[config.mk]
export PLATFORM = sky130hd
export DESIGN_NAME = vfac_device_flat
export DESIGN_NICKNAME = d
export VERILOG_FILES = /design/src/rtl/vfac_pkg.sv /design/src/rtl/vfac_if.sv /design/src/rtl/vfac_device.sv /design/src/flat_wrapper.sv
export SDC_FILE = /design/constraint.sdc
export NUM_CORES = 1
export LEC_CHECK = 0
export BUFFER_PORTS_ARGS = -buffer_cell sky130_fd_sc_hd__buf_2
export CAP_MARGIN = 5
export CORE_MARGIN = 1.5
export CORE_UTILIZATION = 55
export DETAILED_ROUTE_END_ITERATION = 6
export PLACE_DENSITY = 0.79
export SYNTH_ARGS = -nofsm -noshare
export SYNTH_HDL_FRONTEND = slang
export SYNTH_SLANG_ARGS = --single-unit
[constraint.sdc]
create_clock -name clk_sys -period 6.2 [get_ports clk_sys]
set_input_delay 1.24 -clock clk_sys [delete_from_list [all_inputs] [get_ports clk_sys]]
set_output_delay 1.24 -clock clk_sys [all_outputs]
set_load 0.005 [all_outputs]
[src/rtl/vfac_pkg.sv]
// shared constants for the vf allocation command link
package vfac_pkg;
    localparam int        NUM_PF_DEF     = 4;
    // command codes carried in the first byte of a request
    localparam logic [7:0] CMD_GET_PT    = 8'h34;
    localparam logic [7:0] CMD_QUERY_VF  = 8'h35;
    localparam logic [7:0] CMD_SET_VF    = 8'h36;
    // response codes carried in the first byte of a response
    localparam logic [7:0] RSP_FLAG      = 8'h80;
    localparam logic [7:0] RSP_GET_PT    = 8'hB4;
    localparam logic [7:0] RSP_QUERY_VF  = 8'hB5;
    localparam logic [7:0] RSP_SET_VF    = 8'hB6;
    // completion and reason values
    localparam logic [15:0] CODE_OK      = 16'h0000;
    localparam logic [15:0] CODE_FAIL    = 16'h0001;
    localparam logic [15:0] CODE_UNSUPP  = 16'h0002;
    localparam logic [15:0] REASON_NONE  = 16'h0000;
    localparam logic [15:0] REASON_PARAM = 16'h0002;
    localparam logic [15:0] REASON_LEN   = 16'h0003;
    localparam logic [15:0] REASON_CMD   = 16'h7FFF;
    // response layout: type, code hi, code lo, reason hi, reason lo
    localparam logic [7:0] RSP_HDR_LEN   = 8'h05;
    localparam logic [7:0] PT_DATA_LEN   = 8'h04;
    localparam logic [7:0] PT_STATUS_IDX = 8'h07;
    localparam logic [7:0] PT_CAP_IDX    = 8'h08;
    // pass-through path bit positions
    localparam int        PT_NET_BIT     = 0;
    localparam int        PT_HOST_BIT    = 1;
    localparam int        PT_EMB_BIT     = 2;
    localparam int        PT_W           = 3;
    localparam logic [4:0] PT_RSVD       = 5'h00;
    localparam logic [7:0] VF_RESET_DEF  = 8'h00;
endpackage

[src/rtl/vfac_if.sv]
// byte-stream link between management controller and device
`timescale 1ns/1ps
`default_nettype none
interface vfac_if;
    logic       cmd_valid;
    logic       cmd_ready;
    logic [7:0] cmd_data;
    logic       cmd_last;
    logic       rsp_valid;
    logic       rsp_ready;
    logic [7:0] rsp_data;
    logic       rsp_last;

    modport dev (
        input  cmd_valid, cmd_data, cmd_last, rsp_ready,
        output cmd_ready, rsp_valid, rsp_data, rsp_last
    );
    modport mc (
        output cmd_valid, cmd_data, cmd_last, rsp_ready,
        input  cmd_ready, rsp_valid, rsp_data, rsp_last
    );
endinterface
`default_nettype wire

[src/rtl/vfac_device.sv]
// device end: interprets vf allocation and pass-through queries
//
// Behaviour
// - report supported pass-through paths, bits 0-2
// - query request 0x35, package wide, no payload
// - good query answered with 0xB5
// - query reports advertised vf count per function
// - one count byte per function, ascending order
// - set request 0x36 configures advertised counts
// - sum of requested counts within total limit
// - set counts pending until next pcie reset
// - allocation persists until replaced
// - set payload: count byte per function ascending
// - good set answered 0xB6, codes only
// - report currently allowed paths, same bit positions
`timescale 1ns/1ps
`default_nettype none
module vfac_device #(
    parameter int          NUM_PF    = vfac_pkg::NUM_PF_DEF,
    parameter logic [7:0]  VF_RESET  = vfac_pkg::VF_RESET_DEF
) (
    input  wire logic                    clk_sys,
    input  wire logic                    rst,
    vfac_if.dev                          link,
    input  wire logic [vfac_pkg::PT_W-1:0] pt_supported,
    input  wire logic [vfac_pkg::PT_W-1:0] pt_allowed,
    input  wire logic [15:0]             total_vf_limit,
    input  wire logic                    pcie_reset,
    input  wire logic                    cfg_load,
    input  wire logic [NUM_PF*8-1:0]     cfg_counts,
    output logic      [NUM_PF*8-1:0]     advertised_counts,
    output logic      [NUM_PF*8-1:0]     pending_counts,
    output logic                         pending_valid,
    output logic                         set_accepted,
    output logic                         set_rejected
);
    import vfac_pkg::*;

    typedef enum logic [2:0] {
        VFAC_IDLE = 3'b000,
        VFAC_RECV = 3'b001,
        VFAC_EVAL = 3'b010,
        VFAC_LOAD = 3'b011,
        VFAC_SEND = 3'b100
    } vfac_dev_state_e;

    vfac_dev_state_e state;
    logic [7:0]  opc;
    logic [7:0]  rx_cnt;
    logic        rx_ovf;
    logic [7:0]  rx_buf [NUM_PF];
    logic [7:0]  adv    [NUM_PF];
    logic [7:0]  pend   [NUM_PF];
    logic [7:0]  tx_type;
    logic [15:0] tx_code;
    logic [15:0] tx_reason;
    logic [7:0]  tx_len;
    logic [7:0]  tx_idx;
    logic [7:0]  rsp_data;
    logic        rsp_last;

    ////////////////////////////////////////////////////////////////////////
    // request evaluation
    wire         beat      = link.cmd_valid && link.cmd_ready;
    wire  [7:0]  pf_count  = 8'(NUM_PF);
    logic [15:0] req_sum;

    always_comb begin
        req_sum = 16'h0000;
        for (int i = 0; i < NUM_PF; i++) begin
            req_sum = req_sum + {8'h00, rx_buf[i]};
        end
    end

    wire is_query  = (opc == CMD_QUERY_VF);
    wire is_set    = (opc == CMD_SET_VF);
    wire is_pt     = (opc == CMD_GET_PT);
    wire len_zero  = (rx_cnt == 8'h00);
    wire set_len   = (rx_cnt == pf_count) && !rx_ovf;
    wire sum_ok    = (req_sum <= total_vf_limit);
    wire eval_now  = (state == VFAC_EVAL);
    wire set_ok    = eval_now && is_set && set_len && sum_ok;
    wire set_bad   = eval_now && is_set && !(set_len && sum_ok);

    // response fields chosen by command and outcome
    wire         good_q   = is_query && len_zero;
    wire         good_pt  = is_pt && len_zero;
    wire         good_s   = is_set && set_len && sum_ok;
    wire         known    = is_query || is_set || is_pt;
    wire  [7:0]  next_type = is_query ? RSP_QUERY_VF :
                             is_set   ? RSP_SET_VF   :
                             is_pt    ? RSP_GET_PT   : (opc | RSP_FLAG);
    wire  [15:0] next_code = !known                    ? CODE_UNSUPP :
                             (good_q || good_pt || good_s) ? CODE_OK : CODE_FAIL;
    wire  [15:0] next_reason = !known                  ? REASON_CMD  :
                               (good_q || good_pt || good_s) ? REASON_NONE :
                               (is_set && set_len)     ? REASON_PARAM : REASON_LEN;
    // only a successful query or pass-through read carries data bytes
    wire  [7:0]  next_len  = good_q  ? RSP_HDR_LEN + pf_count :
                             good_pt ? RSP_HDR_LEN + PT_DATA_LEN :
                                       RSP_HDR_LEN;

    ////////////////////////////////////////////////////////////////////////
    // response byte selection
    wire  [7:0]  data_idx  = tx_idx - RSP_HDR_LEN;
    wire  [7:0]  pt_cap_b  = {PT_RSVD, pt_supported};
    wire  [7:0]  pt_sta_b  = {PT_RSVD, pt_allowed};
    logic [7:0]  cur_byte;

    always_comb begin
        cur_byte = 8'h00;
        case (tx_idx)
            8'h00:   cur_byte = tx_type;
            8'h01:   cur_byte = tx_code[15:8];
            8'h02:   cur_byte = tx_code[7:0];
            8'h03:   cur_byte = tx_reason[15:8];
            8'h04:   cur_byte = tx_reason[7:0];
            default: begin
                if (tx_type == RSP_GET_PT) begin
                    if (tx_idx == PT_STATUS_IDX) begin
                        cur_byte = pt_sta_b;
                    end else if (tx_idx == PT_CAP_IDX) begin
                        cur_byte = pt_cap_b;
                    end
                end else begin
                    // function 0 first, so word bytes go out lsb first
                    for (int i = 0; i < NUM_PF; i++) begin
                        if (data_idx == 8'(i)) begin
                            cur_byte = adv[i];
                        end
                    end
                end
            end
        endcase
    end

    ////////////////////////////////////////////////////////////////////////
    // link state machine
    assign link.cmd_ready = (state == VFAC_IDLE) || (state == VFAC_RECV);
    assign link.rsp_valid = (state == VFAC_SEND);
    assign link.rsp_data  = rsp_data;
    assign link.rsp_last  = rsp_last;

    always_ff @(posedge clk_sys) begin
        if (rst) begin
            state     <= VFAC_IDLE;
            opc       <= 8'h00;
            rx_cnt    <= 8'h00;
            rx_ovf    <= 1'b0;
            tx_type   <= 8'h00;
            tx_code   <= 16'h0000;
            tx_reason <= 16'h0000;
            tx_len    <= 8'h00;
            tx_idx    <= 8'h00;
            rsp_data  <= 8'h00;
            rsp_last  <= 1'b0;
        end else begin
            case (state)
                VFAC_IDLE: begin
                    if (beat) begin
                        opc    <= link.cmd_data;
                        rx_cnt <= 8'h00;
                        rx_ovf <= 1'b0;
                        state  <= link.cmd_last ? VFAC_EVAL : VFAC_RECV;
                    end
                end
                VFAC_RECV: begin
                    if (beat) begin
                        // extra bytes are counted as overflow, never stored
                        if (rx_cnt < pf_count) begin
                            rx_cnt <= rx_cnt + 8'h01;
                        end else begin
                            rx_ovf <= 1'b1;
                        end
                        if (link.cmd_last) begin
                            state <= VFAC_EVAL;
                        end
                    end
                end
                VFAC_EVAL: begin
                    tx_type   <= next_type;
                    tx_code   <= next_code;
                    tx_reason <= next_reason;
                    tx_len    <= next_len;
                    tx_idx    <= 8'h00;
                    state     <= VFAC_LOAD;
                end
                VFAC_LOAD: begin
                    rsp_data <= cur_byte;
                    rsp_last <= (tx_len == 8'h01);
                    tx_idx   <= 8'h01;
                    state    <= VFAC_SEND;
                end
                VFAC_SEND: begin
                    if (link.rsp_ready) begin
                        if (rsp_last) begin
                            rsp_last <= 1'b0;
                            state    <= VFAC_IDLE;
                        end else begin
                            rsp_data <= cur_byte;
                            rsp_last <= (tx_idx == tx_len - 8'h01);
                            tx_idx   <= tx_idx + 8'h01;
                        end
                    end
                end
                default: state <= VFAC_IDLE;
            endcase
        end
    end

    always_ff @(posedge clk_sys) begin
        if (rst) begin
            for (int i = 0; i < NUM_PF; i++) begin
                rx_buf[i] <= 8'h00;
            end
        end else if (state == VFAC_RECV && beat && rx_cnt < pf_count) begin
            for (int i = 0; i < NUM_PF; i++) begin
                if (rx_cnt == 8'(i)) begin
                    rx_buf[i] <= link.cmd_data;
                end
            end
        end
    end

    ////////////////////////////////////////////////////////////////////////
    // pending and advertised allocation
    // a set in the same cycle as a pcie reset stays pending for the next one
    always_ff @(posedge clk_sys) begin
        if (rst) begin
            pending_valid <= 1'b0;
            set_accepted  <= 1'b0;
            set_rejected  <= 1'b0;
            for (int i = 0; i < NUM_PF; i++) begin
                adv[i]  <= VF_RESET;
                pend[i] <= VF_RESET;
            end
        end else begin
            set_accepted <= set_ok;
            set_rejected <= set_bad;
            if (pcie_reset && pending_valid) begin
                for (int i = 0; i < NUM_PF; i++) begin
                    adv[i] <= pend[i];
                end
            end
            if (set_ok) begin
                for (int i = 0; i < NUM_PF; i++) begin
                    pend[i] <= rx_buf[i];
                end
                pending_valid <= 1'b1;
            end else if (cfg_load) begin
                for (int i = 0; i < NUM_PF; i++) begin
                    pend[i] <= cfg_counts[i*8 +: 8];
                end
                pending_valid <= 1'b1;
            end else if (pcie_reset) begin
                pending_valid <= 1'b0;
            end
        end
    end

    always_comb begin
        for (int i = 0; i < NUM_PF; i++) begin
            advertised_counts[i*8 +: 8] = adv[i];
            pending_counts[i*8 +: 8]    = pend[i];
        end
    end
endmodule
`default_nettype wire

[src/flat_wrapper.sv]
// flat-port wrapper written by rule: the top's interface ports become plain ports
module vfac_device_flat import vfac_pkg::*;
#(
    parameter int          NUM_PF    = vfac_pkg::NUM_PF_DEF,
    parameter logic [7:0]  VF_RESET  = vfac_pkg::VF_RESET_DEF
)
  (clk_sys, rst, pt_supported, pt_allowed, total_vf_limit, pcie_reset, cfg_load, cfg_counts, advertised_counts, pending_counts, pending_valid, set_accepted, set_rejected, link_cmd_valid, link_cmd_data, link_cmd_last, link_rsp_ready, link_cmd_ready, link_rsp_valid, link_rsp_data, link_rsp_last);
  vfac_if link_i ();
  input  wire logic clk_sys;
  input  wire logic rst;
  input  wire logic [vfac_pkg::PT_W-1:0] pt_supported;
  input  wire logic [vfac_pkg::PT_W-1:0] pt_allowed;
  input  wire logic [15:0] total_vf_limit;
  input  wire logic pcie_reset;
  input  wire logic cfg_load;
  input  wire logic [NUM_PF*8-1:0] cfg_counts;
  output logic      [NUM_PF*8-1:0] advertised_counts;
  output logic      [NUM_PF*8-1:0] pending_counts;
  output logic pending_valid;
  output logic set_accepted;
  output logic set_rejected;
  input wire logic [$bits(link_i.cmd_valid)-1:0] link_cmd_valid;
  input wire logic [$bits(link_i.cmd_data)-1:0] link_cmd_data;
  input wire logic [$bits(link_i.cmd_last)-1:0] link_cmd_last;
  input wire logic [$bits(link_i.rsp_ready)-1:0] link_rsp_ready;
  output wire logic [$bits(link_i.cmd_ready)-1:0] link_cmd_ready;
  output wire logic [$bits(link_i.rsp_valid)-1:0] link_rsp_valid;
  output wire logic [$bits(link_i.rsp_data)-1:0] link_rsp_data;
  output wire logic [$bits(link_i.rsp_last)-1:0] link_rsp_last;
  assign link_i.cmd_valid = link_cmd_valid;
  assign link_i.cmd_data = link_cmd_data;
  assign link_i.cmd_last = link_cmd_last;
  assign link_i.rsp_ready = link_rsp_ready;
  assign link_cmd_ready = link_i.cmd_ready;
  assign link_rsp_valid = link_i.rsp_valid;
  assign link_rsp_data = link_i.rsp_data;
  assign link_rsp_last = link_i.rsp_last;
  vfac_device #(.NUM_PF(NUM_PF), .VF_RESET(VF_RESET)) u_core (.clk_sys(clk_sys), .rst(rst), .link(link_i), .pt_supported(pt_supported), .pt_allowed(pt_allowed), .total_vf_limit(total_vf_limit), .pcie_reset(pcie_reset), .cfg_load(cfg_load), .cfg_counts(cfg_counts), .advertised_counts(advertised_counts), .pending_counts(pending_counts), .pending_valid(pending_valid), .set_accepted(set_accepted), .set_rejected(set_rejected));
endmodule
* Yosys cells after proc, flatten, opt, wreduce, memory -nomap -nowiden *
Memories as Yosys holds them, arrays and structs flattened.
Cells that the tools add are included.
W data, S select, Z words.

word-level totals
  flip-flop bits (word level) = 88
  latch bits = 0
  RAM bits = 96
  memory bits (read-only) = 0
  output and inout bits = 78
  memories = 3

memories
  memory         depth  width  rd ports  clocked after memory_dff  wr ports  RTL line           source
  u_core.adv     4      8      4         0                         4         vfac_device.sv:52  logic [7:0] adv [NUM_PF];
  u_core.pend    4      8      4         0                         4         vfac_device.sv:53  logic [7:0] pend [NUM_PF];
  u_core.rx_buf  4      8      4         0                         4         vfac_device.sv:51  logic [7:0] rx_buf [NUM_PF];

cells by class
  $add $sub $neg = 7
  multiply operators = 0
  divide/modulo/power cells = 0
  $lt $le $gt $ge = 2
  eq/ne operators = 31
  shifts and indexed selects = 0
  mux-type cells = 89
  bitwise logic cells = 16
  reductions and logical operators = 36

operator list
  kind                   count
  $mux W8                32
  $eq A8 B2 Y1 const B   6
  $mux W16               3
  $pmux W8 S5            1
  $mux W1                38
  $add A16 B8 Y16        2
  $eq A8 B1 Y1 const B   4
  $pmux W8 S2            2
  $eq A8 B3 Y1 const B   3
  $eq A8 B6 Y1 const B   3
  $logic_not A8 Y1       3
  $pmux W8 S3            1
  $mux W3                6
  $add A8 B1 Y8 const B  2
  $le A16 B16 Y1         1
  $or A1 B1 Y1           16
  $pmux W3 S5            1
  $logic_and A1 B1 Y1    14
  $ne A2 B2 Y1 const B   5
  $add A8 B8 Y9          1
  $eq A8 B4 Y1 const B   1
  $eq A8 B8 Y1           1
  $eq A8 B8 Y1 const B   1
  $lt A8 B3 Y1 const B   1
  other kinds (19)       33

* Longest topological paths before layout *
  depth in word-level cells = 11
  mapped depth = 25
  gate-level depth less buffers = 23

* Worst setup path before layout *
OpenSTA, ideal clock, no wires.

  kind = flip-flop to flip-flop
  start point = memory u_core.rx_buf[1][0]
  end point = memory u_core.pend[0][0], data pin
  library setup time = 147 ps
  data arrival time = 4408 ps
  slack = 1645 ps
  cell stages (with the launch flop) = 22
  cell sequence = edfxtp_1 > ha_1 > inv_1 > fa_1 > xor2_1 > fa_1 > inv_1 > ha_1 > a21o_1 > a21oi_1 > o21ai_0 > o41ai_1 > xnor2_1 > ha_1 > nand4_1 > nor3_1 > nor4_1 > o21a_1 > clkbuf_1 > buf_2 > o211ai_2 > a21oi_1

RTL lines
  item             RTL line
  start, declared  vfac_device.sv:51
  end, declared    vfac_device.sv:53

==> impl_metrics.json <==
{
  "status": "finished, final reports clean",
  "finalSetupViolCount": 0,
  "grtUsageTotal_pct": 27.3,
  "grt_pass1_wl_mm": 33.5,
  "final_nets": 1090,
  "cts.sinks": 150,
  "seq_area_sq_um": 3960,
  "min_path_type": "reg -> reg",
  "portBuffers": 146,
  "syn-num-nets": 973,
  "start_util_pct": 57.0,
  "drtIter0Drc": 610,
  "worstSetupPathType": "reg -> reg",
  "gp_congestion": 0.876,
  "synth.distinct_cells": 58,
  "clk_latency_ps": 420,
  "cp_data_required_time_ps": 6280,
  "ir_drop_v": 0.000212,
  "instances_no_fill": 1168,
  "yosys.area.top_type": "edfxtp_1",
  "leakagePower_nw": 4.15,
  "cts-buffers-inserted": 17,
  "first_global_vias": 6265,
  "dp.cells": 1138,
  "synth-edff-count": 96,
  "synth.avg_cell_area_sq_um": 9.79,
  "syn_area_sq_um": 8380,
  "hold_buffers": 0,
  "final_cell_mix": "buf_2 (146), edfxtp_1 (96), a21oi_1 (88)",
  "grt_max_degree": 80,
  "final_core_util_pct": 66.1,
  "dr.pass1.iters": 5,
  "cts_tree": "yes",
  "vias": 6907,
  "cp_max_fo": 33,
  "drv_cap": 0,
  "syn_inst": 856,
  "crit_arrival_ps": 5570,
  "drc": 0,
  "layout_commonest_cell": "buf_2",
  "placementRows": 44,
  "rsz0062_at_grt": "false",
  "ctsResizeCount": 0,
  "fin_skew_ps": 9.54,
  "synth-main-ff-cell": "edfxtp_1",
  "finalSetupTns_ps": 0,
  "powerDensity_nw_per_um2": 259,
  "multi_input_area_sq_um": 3940,
  "fillers": 1165,
  "layout_min_cycle_time_ps": 5490,
  "hpwl_mm": 15.5,
  "via_per_inst": 5.91,
  "die-area_sq_um": 16000,
  "synth_top_area_share_pct": 34.4,
  "post-cts-setup-buffers": 0,
  "synth_seq_cells": 150,
  "max_freq_mhz": 182,
  "drt-total-wl_mm": 21.3,
  "cts-root-buf": "clkbuf_16",
  "cp-end-kind": "register",
  "area_delta_synth_final_pct": 15.8,
  "cts_max_level": 4,
  "overflow": 0,
  "ant_nets": 0,
  "cp-start-kind": "register",
  "max-slew-margin-rel_pct": 43.4,
  "wl_per_cell_um": 18.2,
  "drive_gt1_share_pct": 23.0,
  "ys_warn_count": 0,
  "pin_count": 147,
  "design.core.area_sq_um": 14700,
  "path_clk_slew_ps": 60,
  "worst_pin_slew_ps": 850,
  "synth.area.top_cells": "edfxtp_1 (34%), dfxtp_1 (13%), ha_1 (5.7%), a21oi_1 (5.3%), o211ai_2 (4.3%)",
  "ys_seq_area_share_pct": 47.3,
  "fp.dieW_um": 126,
  "cts_buffer_depth": 2,
  "drv_slew": 0,
  "ys_async_sr_fraction_pct": 0,
  "antennaDiodeCount": 0,
  "period_share_pct": 88.5,
  "antenna_found_initial": 0,
  "hold_viol_final": 0,
  "die_h_um": 126
}
[worst max-delay path, cell delays in order (launching register included)]
cell and delay [ps]:
edfxtp_1 370, ha_1 190, inv_1 70, fa_1 410, xor2_1 200, fa_1 540
inv_1 50, ha_1 280, a21o_1 170, a21oi_1 230, o21ai_0 170, o41ai_1 330
xnor2_1 160, ha_1 260, nand4_1 140, nor3_1 70, nor4_1 350, o21ai_2 100
buf_4 250, a31oi_1 430, nand2b_1 370
[per-layer routing]
metal  GRT usage, %  part of all wire [%]  vias to the layer above
met4           10.0                   2.2                        0
li1               -                     -                     3302
met1           37.7                    42                     3217
met5              0                     0                        -
met2           42.9                    47                      360
met3           5.57                   9.4                       28
[final timing paths]
kind                        to                 from  slack (ps)  depth (start not counted)
max reg2reg  u_core.pend[0][0]  u_core.rx_buf[0][0]         710                         20
min reg2reg   u_core.rx_cnt[7]     u_core.rx_cnt[7]         430                          2
max          u_core.pend[0][0]  u_core.rx_buf[0][0]         710                         20
min           u_core.rx_cnt[7]     u_core.rx_cnt[7]         430                          2
[layout make-up]
type                    count  area share (%)
well taps                 184            2.37
repair buffers            155            8.22
multi-input cells         587            40.6
clock inverters            12            1.17
inverters                  62            2.40
flip-flops and latches    150            40.8
clock buffers              18            4.42
[stage by stage]
stage                     cell area [sq um]  power [mW]  setup slack [ps]  hold WS (ps)
after global routing                   9710        2.63               238           446
after CTS                              9710        2.52               746           434
final                                  9710        2.51               712           431
after detailed placement               9170        1.56               809           425
after global placement                 9170        1.55               965           420
after floorplan                        8380        1.43              1650           409
[sequential cells by signal (all words and copies together), names as in the netlist]
name / cells
u_core.adv: 32
u_core.pend: 32
u_core.rx_buf: 32
u_core.link.rsp_data: 8
u_core.opc: 8
u_core.rx_cnt: 8
u_core.tx_idx: 8
u_core.tx_type: 7
u_core.state: 3
u_core.tx_len: 3
u_core.tx_reason: 3
u_core.link.rsp_last: 1
u_core.pending_valid: 1
u_core.rx_ovf: 1
u_core.set_accepted: 1
u_core.set_rejected: 1
u_core.tx_code: 1
[cells in the mapped netlist (all sizes together) (5+ instances only)]
master	instances
fa	10
inv	62
nand2	81
a21oi	88
nor2b	8
ha	38
nor4	7
a21o	8
o211ai	33
nor3	18
nand2b	12
clkbuf	46
o21ai	31
edfxtp	96
nand3b	9
and2	32
a221oi	5
nand3	12
a31oi	5
a211oi	6
a22oi	6
and3	36
xor2	9
buf	11
xnor2	12
nor2	48
nand4	35
dfxtp	54
[cell families after synthesis]
| group | after synthesis | share of synthesized area (%) |
|---|---|---|
| AND/OR/NAND/NOR | 313 | 19.7 |
| AO/OA/AOI/OAI | 199 | 16.1 |
| flip-flops | 150 | 47.3 |
| buffers and inverters | 119 | 5.91 |
| adder cells (fa/ha/maj) | 48 | 8.06 |
| XOR/XNOR | 21 | 2.19 |
| multiplexers | 6 | 0.761 |
[report_power, final]
part,switching (mW),internal [mW]
sequential,0.0410,1.11
clock,0.386,0.579
combinational,0.227,0.168
Note: power is estimated with default switching activity, not from simulation.
